**config.mk**
```make
export PLATFORM = sky130hd
export DESIGN_NAME = lkbd_ctrl
export DESIGN_NICKNAME = d
export VERILOG_FILES = /design/src/common/lkbd_pkg.sv /design/src/logic/lkbd_sync.sv /design/src/logic/lkbd_ctrl.sv
export SDC_FILE = /design/constraint.sdc
export NUM_CORES = 1
export LEC_CHECK = 0
export BUFFER_PORTS_ARGS = -buffer_cell sky130_fd_sc_hd__buf_2
export CELL_PAD_IN_SITES_DETAIL_PLACEMENT = 0
export CELL_PAD_IN_SITES_GLOBAL_PLACEMENT = 2
export CORE_MARGIN = 3
export CORE_UTILIZATION = 17
export DETAILED_ROUTE_END_ITERATION = 12
export HOLD_SLACK_MARGIN = 0.08
export PLACE_DENSITY = 0.74
export SLEW_MARGIN = 20
export SYNTH_ARGS = -nofsm -noshare
export SYNTH_HDL_FRONTEND = slang
export SYNTH_SLANG_ARGS = --single-unit
export TNS_END_PERCENT = 50
```
**constraint.sdc**
```tcl
create_clock -name mclk_in -period 1.35 [get_ports mclk_in]
set_input_delay 0.27 -clock mclk_in [delete_from_list [all_inputs] [get_ports mclk_in]]
set_output_delay 0.27 -clock mclk_in [all_outputs]
set_load 0.02 [all_outputs]
```
**src/common/lkbd_pkg.sv**
```systemverilog
package lkbd_pkg;

    // Register window offset of the emulation control register, in bytes.
    localparam logic [11:0] LKBD_CTRL_OFFSET   = 12'h100;
    // Width of the operational register offset bus.
    localparam int          LKBD_ADDR_W        = 12;
    // Reset value of the emulation control register.
    localparam logic [31:0] LKBD_CTRL_RESET    = 32'h0000_0000;

    // Bit positions inside the emulation control register.
    localparam int LKBD_BIT_EMUL_EN     = 0;
    localparam int LKBD_BIT_EMUL_INT    = 1;
    localparam int LKBD_BIT_CHAR_PEND   = 2;
    localparam int LKBD_BIT_OUT_IRQ_EN  = 3;
    localparam int LKBD_BIT_EXT_IRQ_EN  = 4;
    localparam int LKBD_BIT_A20_SEQ     = 5;
    localparam int LKBD_BIT_KBD_ACTIVE  = 6;
    localparam int LKBD_BIT_MOUSE_ACT   = 7;
    localparam int LKBD_BIT_A20_STATE   = 8;

    // Legacy I/O port addresses that are decoded while emulation is on.
    localparam logic [15:0] LKBD_PORT_DATA     = 16'h0060;
    localparam logic [15:0] LKBD_PORT_CMD      = 16'h0064;
    // Command byte that opens the gate A20 sequence.
    localparam logic [7:0]  LKBD_CMD_GATE_A20  = 8'hd1;
    // Bit of the data byte that carries the requested gate A20 level.
    localparam int          LKBD_A20_DATA_BIT  = 1;

    // Number of synchronised keyboard controller request lines.
    localparam int          LKBD_NUM_IRQ       = 2;
    // Index of each request line in the synchronised vector.
    localparam int          LKBD_IDX_KBD       = 0;
    localparam int          LKBD_IDX_MOUSE     = 1;

endpackage : lkbd_pkg

```
**src/logic/lkbd_sync.sv**
```systemverilog
`timescale 1ns/10ps
// Two flip-flop synchroniser for request lines that arrive from the keyboard controller.
module lkbd_sync #(
    parameter int WIDTH = 2
) (
    input  wire logic             mclk_in,     // Host controller clock.
    input  wire logic             reset_n_in,  // Synchronous reset, active low.
    input  wire logic [WIDTH-1:0] async_in,    // Asynchronous request levels.
    output logic      [WIDTH-1:0] sync_out     // Synchronised request levels.
);

    logic [WIDTH-1:0] stage_one;  // First stage, read only by the second stage.
    logic [WIDTH-1:0] stage_two;  // Second stage, safe for logic to read.

    // Both stages shift every clock; reset drives them to the idle level.
    always_ff @(posedge mclk_in) begin
        if (!reset_n_in) begin
            stage_one <= '0;
            stage_two <= '0;
        end else begin
            stage_one <= async_in;
            stage_two <= stage_one;
        end
    end

    // The output is the second stage itself.
    assign sync_out = stage_two;

endmodule : lkbd_sync

```
**src/logic/lkbd_ctrl.sv**
```systemverilog
`timescale 1ns/10ps
module lkbd_ctrl (
    input  wire logic                            mclk_in,           // Host controller clock, 20 MHz.
    input  wire logic                            reset_n_in,        // Synchronous reset, active low.
    // Memory-mapped operational register path.
    input  wire logic [lkbd_pkg::LKBD_ADDR_W-1:0] reg_addr_in,      // Byte offset in operational space.
    input  wire logic                            reg_wr_in,         // Write strobe, one cycle.
    input  wire logic                            reg_rd_in,         // Read strobe, one cycle.
    input  wire logic [31:0]                     reg_wdata_in,      // Write data.
    output logic      [31:0]                     reg_rdata_out,     // Read data, registered.
    output logic                                 reg_rvalid_out,    // Read data valid pulse.
    // Host software legacy I/O cycles.
    input  wire logic [15:0]                     io_addr_in,        // I/O port address.
    input  wire logic                            io_wr_in,          // I/O write strobe, one cycle.
    input  wire logic                            io_rd_in,          // I/O read strobe, one cycle.
    input  wire logic [7:0]                      io_wdata_in,       // I/O write data byte.
    output logic                                 io_claim_out,      // Pulse: I/O cycle claimed by emulation.
    output logic                                 out_full_clear_out, // Pulse: clear output full flag.
    // Flags of the emulated status register, same clock domain.
    input  wire logic                            out_full_in,       // Output buffer full flag.
    input  wire logic                            aux_out_full_in,   // Auxiliary output full flag.
    // Request lines from the keyboard controller, asynchronous.
    input  wire logic                            keyboard_irq_in,   // Keyboard request, active high.
    input  wire logic                            mouse_irq_in,      // Mouse request, active high.
    // Interrupt outputs.
    output logic                                 keyboard_irq_out,  // Keyboard IRQ to the system.
    output logic                                 mouse_irq_out,     // Mouse IRQ to the system.
    output logic                                 emul_irq_out       // Emulation interrupt to software.
);
    import lkbd_pkg::*;

    // Control register fields held by software or hardware.
    logic        emulation_enable;      // Emulation on.
    logic        char_pending;          // Interrupt on output full falling.
    logic        output_irq_enable;     // Drive IRQs from output full.
    logic        external_irq_enable;   // Controller IRQs raise emulation interrupt.
    logic        gate_a20_sequence;     // Gate A20 command seen.
    logic        keyboard_irq_active;   // Keyboard request rising edge seen.
    logic        mouse_irq_active;      // Mouse request rising edge seen.
    logic        gate_a20_state;        // Current gate A20 level.

    // Internal event state.
    logic        trap_pending;          // An I/O trap awaits emulation software.
    logic        char_event;            // Output full fell while character pending.
    logic        out_full_prev;         // Output full, one cycle late.
    logic [LKBD_NUM_IRQ-1:0] irq_sync;  // Synchronised controller requests.
    logic [LKBD_NUM_IRQ-1:0] irq_prev;  // Requests one cycle late, for edges.
    logic [LKBD_NUM_IRQ-1:0] irq_rise;  // Rising edge of each request.

    // Decoded accesses.
    logic        ctrl_sel;              // Register offset hits the control register.
    logic        ctrl_wr;               // Software write of the control register.
    logic        hit_data;              // I/O cycle to the data port while enabled.
    logic        hit_cmd;               // I/O cycle to the command port while enabled.
    logic        wr_cmd_gate;           // Gate A20 command written.
    logic        wr_data_match;         // Data write that matches the A20 state in sequence.
    logic        trap_event;            // Claimed I/O cycle that needs software.
    logic        emul_int;              // Current emulation interrupt condition.
    logic [31:0] ctrl_image;            // Read image of the control register.

    // Match a 16-bit port address, used for both legacy ports.
    function automatic logic port_match(input logic [15:0] addr, input logic [15:0] port);
        port_match = (addr == port);
    endfunction : port_match

    // Request lines pass two flip-flops before any logic looks at them.
    lkbd_sync #(
        .WIDTH (LKBD_NUM_IRQ)
    ) u_irq_sync (
        .mclk_in    (mclk_in),
        .reset_n_in (reset_n_in),
        .async_in   ({mouse_irq_in, keyboard_irq_in}),
        .sync_out   (irq_sync)
    );

    // Register offset decode at the fixed control register position.
    assign ctrl_sel = (reg_addr_in == LKBD_CTRL_OFFSET);
    assign ctrl_wr  = reg_wr_in && ctrl_sel;

    // Legacy ports are only decoded while emulation is enabled.
    assign hit_data = emulation_enable && port_match(io_addr_in, LKBD_PORT_DATA);
    assign hit_cmd  = emulation_enable && port_match(io_addr_in, LKBD_PORT_CMD);

    // The gate A20 command and the matching follow-up byte are handled in hardware.
    assign wr_cmd_gate   = hit_cmd && io_wr_in && (io_wdata_in == LKBD_CMD_GATE_A20);
    assign wr_data_match = hit_data && io_wr_in && gate_a20_sequence &&
                           (io_wdata_in[LKBD_A20_DATA_BIT] == gate_a20_state);

    // Any other claimed cycle needs the emulation software.
    assign trap_event = (hit_data || hit_cmd) && (io_wr_in || io_rd_in) &&
                        !wr_cmd_gate && !wr_data_match;

    // Rising edges of the synchronised controller requests.
    assign irq_rise = irq_sync & ~irq_prev;

    // The emulation interrupt condition combines traps, character events and external requests.
    assign emul_int = (emulation_enable && (trap_pending || char_event)) ||
                      (external_irq_enable && (|irq_sync));

    // Read image; reserved bits read as zero.
    always_comb begin
        ctrl_image                       = '0;
        ctrl_image[LKBD_BIT_EMUL_EN]     = emulation_enable;
        ctrl_image[LKBD_BIT_EMUL_INT]    = emul_int;
        ctrl_image[LKBD_BIT_CHAR_PEND]   = char_pending;
        ctrl_image[LKBD_BIT_OUT_IRQ_EN]  = output_irq_enable;
        ctrl_image[LKBD_BIT_EXT_IRQ_EN]  = external_irq_enable;
        ctrl_image[LKBD_BIT_A20_SEQ]     = gate_a20_sequence;
        ctrl_image[LKBD_BIT_KBD_ACTIVE]  = keyboard_irq_active;
        ctrl_image[LKBD_BIT_MOUSE_ACT]   = mouse_irq_active;
        ctrl_image[LKBD_BIT_A20_STATE]   = gate_a20_state;
    end

    // Plain software-owned control bits; the interrupt bit ignores writes.
    always_ff @(posedge mclk_in) begin
        if (!reset_n_in) begin
            emulation_enable    <= LKBD_CTRL_RESET[LKBD_BIT_EMUL_EN];
            char_pending        <= LKBD_CTRL_RESET[LKBD_BIT_CHAR_PEND];
            output_irq_enable   <= LKBD_CTRL_RESET[LKBD_BIT_OUT_IRQ_EN];
            external_irq_enable <= LKBD_CTRL_RESET[LKBD_BIT_EXT_IRQ_EN];
            gate_a20_state      <= LKBD_CTRL_RESET[LKBD_BIT_A20_STATE];
        end else if (ctrl_wr) begin
            // Bits above the defined ones are dropped; software keeps them zero.
            emulation_enable    <= reg_wdata_in[LKBD_BIT_EMUL_EN];
            char_pending        <= reg_wdata_in[LKBD_BIT_CHAR_PEND];
            output_irq_enable   <= reg_wdata_in[LKBD_BIT_OUT_IRQ_EN];
            external_irq_enable <= reg_wdata_in[LKBD_BIT_EXT_IRQ_EN];
            gate_a20_state      <= reg_wdata_in[LKBD_BIT_A20_STATE];
        end
    end

    // Gate A20 sequence bit: hardware owns it, a command port write sets or clears it.
    always_ff @(posedge mclk_in) begin
        if (!reset_n_in) begin
            gate_a20_sequence <= LKBD_CTRL_RESET[LKBD_BIT_A20_SEQ];
        end else if (hit_cmd && io_wr_in) begin
            gate_a20_sequence <= (io_wdata_in == LKBD_CMD_GATE_A20);
        end else if (ctrl_wr) begin
            // Software may also rewrite it, but only when no command write competes.
            gate_a20_sequence <= reg_wdata_in[LKBD_BIT_A20_SEQ];
        end
    end

    // Keyboard active flag: a rising edge sets it and wins over a write-one clear.
    always_ff @(posedge mclk_in) begin
        if (!reset_n_in) begin
            keyboard_irq_active <= LKBD_CTRL_RESET[LKBD_BIT_KBD_ACTIVE];
        end else if (irq_rise[LKBD_IDX_KBD]) begin
            keyboard_irq_active <= 1'b1;
        end else if (ctrl_wr && reg_wdata_in[LKBD_BIT_KBD_ACTIVE]) begin
            keyboard_irq_active <= 1'b0;
        end
    end

    // Mouse active flag: a rising edge sets it and wins over a write-one clear.
    always_ff @(posedge mclk_in) begin
        if (!reset_n_in) begin
            mouse_irq_active <= LKBD_CTRL_RESET[LKBD_BIT_MOUSE_ACT];
        end else if (irq_rise[LKBD_IDX_MOUSE]) begin
            mouse_irq_active <= 1'b1;
        end else if (ctrl_wr && reg_wdata_in[LKBD_BIT_MOUSE_ACT]) begin
            mouse_irq_active <= 1'b0;
        end
    end

    // Request history for edge detection, taken from the synchronised levels only.
    always_ff @(posedge mclk_in) begin
        if (!reset_n_in) begin
            irq_prev <= '0;
        end else begin
            irq_prev <= irq_sync;
        end
    end

    // Output full history, to spot the moment the flag falls.
    always_ff @(posedge mclk_in) begin
        if (!reset_n_in) begin
            out_full_prev <= 1'b0;
        end else begin
            out_full_prev <= out_full_in;
        end
    end

    // Trap pending: set by a claimed cycle that needs software, cleared by a control write; the set wins.
    always_ff @(posedge mclk_in) begin
        if (!reset_n_in) begin
            trap_pending <= 1'b0;
        end else if (trap_event) begin
            trap_pending <= 1'b1;
        end else if (ctrl_wr || !emulation_enable) begin
            trap_pending <= 1'b0;
        end
    end

    // Character event: output full falling while character pending; a control write clears it.
    always_ff @(posedge mclk_in) begin
        if (!reset_n_in) begin
            char_event <= 1'b0;
        end else if (char_pending && out_full_prev && !out_full_in) begin
            char_event <= 1'b1;
        end else if (ctrl_wr || !char_pending) begin
            char_event <= 1'b0;
        end
    end

    // Claim and side-effect pulses for the legacy I/O cycle, one cycle after the strobe.
    always_ff @(posedge mclk_in) begin
        if (!reset_n_in) begin
            io_claim_out       <= 1'b0;
            out_full_clear_out <= 1'b0;
        end else begin
            io_claim_out       <= (hit_data || hit_cmd) && (io_wr_in || io_rd_in);
            out_full_clear_out <= hit_data && io_rd_in;
        end
    end

    // System IRQ outputs: output-full driven request or a latched controller edge.
    always_ff @(posedge mclk_in) begin
        if (!reset_n_in) begin
            keyboard_irq_out <= 1'b0;
            mouse_irq_out    <= 1'b0;
        end else begin
            keyboard_irq_out <= emulation_enable &&
                                ((output_irq_enable && out_full_in && !aux_out_full_in) ||
                                 keyboard_irq_active);
            mouse_irq_out    <= emulation_enable &&
                                ((output_irq_enable && out_full_in && aux_out_full_in) ||
                                 mouse_irq_active);
        end
    end

    // Emulation interrupt output follows the current condition one cycle late.
    always_ff @(posedge mclk_in) begin
        if (!reset_n_in) begin
            emul_irq_out <= 1'b0;
        end else begin
            emul_irq_out <= emul_int;
        end
    end

    // Register read path: data and valid one cycle after the strobe; other offsets read zero.
    always_ff @(posedge mclk_in) begin
        if (!reset_n_in) begin
            reg_rdata_out  <= '0;
            reg_rvalid_out <= 1'b0;
        end else begin
            reg_rvalid_out <= reg_rd_in;
            if (reg_rd_in && ctrl_sel) begin
                reg_rdata_out <= ctrl_image;
            end else begin
                reg_rdata_out <= '0;
            end
        end
    end

endmodule : lkbd_ctrl

```
==> flow_metrics.tcl <==
set metrics [dict create \
    n_antenna_cell 0 \
    final_area_um2 1960 \
    routed_via_density 3.60 \
    die_h_um 95.8 \
    ys_seq_area_frac 0.468 \
    period_minus_slack_ps 1270 \
    cts_made_buffers 5 \
    grt_max_degree 21 \
    power_leakage_nw 0.891 \
    worstPathRequired_ps 1520 \
    h-tree-depth 2 \
    path_buf_inv 1 \
    drtIter0Drc 24 \
    grt_use_met2 0.106 \
    critPathMaxStageDelay_ps 560 \
    rsz0062_at_grt "no" \
    timing.fmax_mhz 789 \
    met1_usage 0.0901 \
    slew_violations 0 \
    cts_tree "built" \
    powerDensity_nw_per_um2 943 \
    synth_top_cell_area_share 0.468 \
    critPathCaptureType "register" \
    yosys_warnings 0 \
    globalRouteTotalUtil 0.0706 \
    ys_ff_latch 32 \
    clk_latency_ps 270 \
    clk_pin_slew_worst_paths_ps 60 \
    critPathArrivalTime_ps 1440 \
    synthArstFlopShare 0 \
    drt_wl_total_um 3240 \
    synthCells 145 \
    synth_edf_count 0 \
    fillCellCount 874 \
    hold_viol 0 \
    use_met3 0.0281 \
    area_growth_pct 42.7 \
    syn-cell-area_um2 1370 \
    critical_path_class "primary input to register" \
    cts_hold_buf 0 \
    synth.distinct_cells 31 \
    clkSinkCount 32 \
    grt.busiest_layer "met2" \
    grt_pass1_vias 1023 \
    min_path_type "primary input to register" \
    coreArea_um2 7770 \
    hpwl_um 2630 \
    antenna_found_initial 0 \
    routedWlPerCell_um 9.80 \
    status "finished clean" \
    gp_congestion 0.708 \
    synthTopCellsByArea "dfxtp_1 (47%), buf_4 (13%), and2_1 (8.2%)" \
    finalCritPeriodShare 0.939 \
    cap_violations 0 \
    die_area_um2 9170 \
    post-synth-top-area-cell "dfxtp_1" \
    dpl_cell_area_um2 1840 \
    cts_root_buf "clkbuf_8" \
    nNetsFinal 307 \
    skew_ps 5.26 \
    ant_nets 0 \
    critPathMaxFanout 2 \
    cts_setup_buffers 0 \
    dr.pass1.iters 4 \
    avgSynthCellArea_um2 9.45 \
    pin_count 116 \
    synthFlopType "dfxtp_1" \
    worst_path_max_delay_cell "or4b_1" \
    layout-drive-gt1-share 0.402 \
    setup_viol 0 \
    die-width_um 95.8 \
    place_ws_ps -230 \
    route.detailed.drc 0 \
    numPortBuffers 68 \
    start_kind "primary input" \
    start_util 0.176 \
    critPathTopFamily "simple AND/OR/NAND/NOR gates" \
    clockBufferDepth 2 \
    vias 1193 \
    crit_chain "buf_2, or4b_1, or3_1, nand3_1, a21boi_1" \
    grt_overflow 0 \
    setup_ws_ps 83.0 \
    placement_rows 32 \
    grt_pass1_wl_um 4850 \
    r2r_slack_ps 120 \
    synth_common_cells "dfxtp_1 (32), buf_4 (24), and2_1 (18), nand2_1 (17), nor2_1 (7)" \
    synthMostInstantiatedCell "dfxtp_1" \
    vdd_drop_max_v 0.000279 \
]
==> layout make-up <==
cell class | instances | area, um2 | share of cell area
well taps | 102 | 128 | 0.0653
clock buffers | 6 | 72.6 | 0.0371
inverters | 1 | 3.75 | 0.00192
multi-input cells | 108 | 656 | 0.335
clock inverters | 1 | 5.00 | 0.00256
flip-flops and latches | 32 | 641 | 0.328
repair buffers | 81 | 450 | 0.230
==> stage by stage <==
stage	utilization	total power, mW	hold WS [ps]	std cells	setup TNS [ps]
6_report	0.252	1.84	201	331	0
4_1_cts	0.248	1.87	189	331	0
3_3_place_gp	0.237	1.19	423	324	-2480
2_1_floorplan	-	1.13	346	167	0
5_1_grt	0.252	1.94	192	331	0
3_5_place_dp	0.237	1.19	423	324	-2570
==> layout by cell type (no fill, tap or decap), types with 3 or more instances in the layout <==
cell	count
nor2b_1	3
clkbuf_8	5
buf_2	68
conb_1	23
and2_1	18
a31oi_1	3
dfxtp_1	32
nand3_1	3
nor2_1	7
nor4_1	3
nand2_1	17
a21boi_0	6
buf_4	12
==> per-layer routing <==
layer / routed length (um) / share of wire
met1: 1330 / 0.41
met2: 1440 / 0.44
met3: 421 / 0.13
met4: 48 / 0.015
met5: 0 / 0
==> report_power, final <==
part           switching (mW)  internal (mW)  leakage (nW)
Combinational           0.120         0.0929         0.590
Sequential            0.00466          0.958         0.260
Clock                   0.319          0.350        0.0410
Total                   0.443           1.40         0.891
==> registers in the layout, summed over array words and instances, names as in the netlist, 2 cells and up <==
name	cells
u_irq_sync.sync_out	2
u_irq_sync.stage_one	2
reg_rdata_out	9
irq_prev	2
==> kinds of logic after synthesis <==
kind of cell,after synthesis,share of synthesized area
simple gates,65,0.288
flops,32,0.468
other cells,1,0.00274
compound gates,18,0.0886
buf+inv,27,0.140
mux,1,0.00731
xor+xnor,1,0.00639
==> worst paths after layout <==
check / endpoint / cells after the start / start
worst max-delay path: trap_pending / 5 / io_wdata_in[1]
worst min-delay path: out_full_clear_out / 2 / io_addr_in[2]
worst max register to register: out_full_clear_out / 5 / emulation_enable
worst min register to register: u_irq_sync.sync_out[0] / 1 / u_irq_sync.stage_one[0]
==> repair_timing <==
item | in CTS | in global routing
endpoints found under the setup margin | 2 | 4
gates cloned | 0 | 0
resized for setup | 1 | 4
Note: power is estimated with default switching activity, not from simulation.
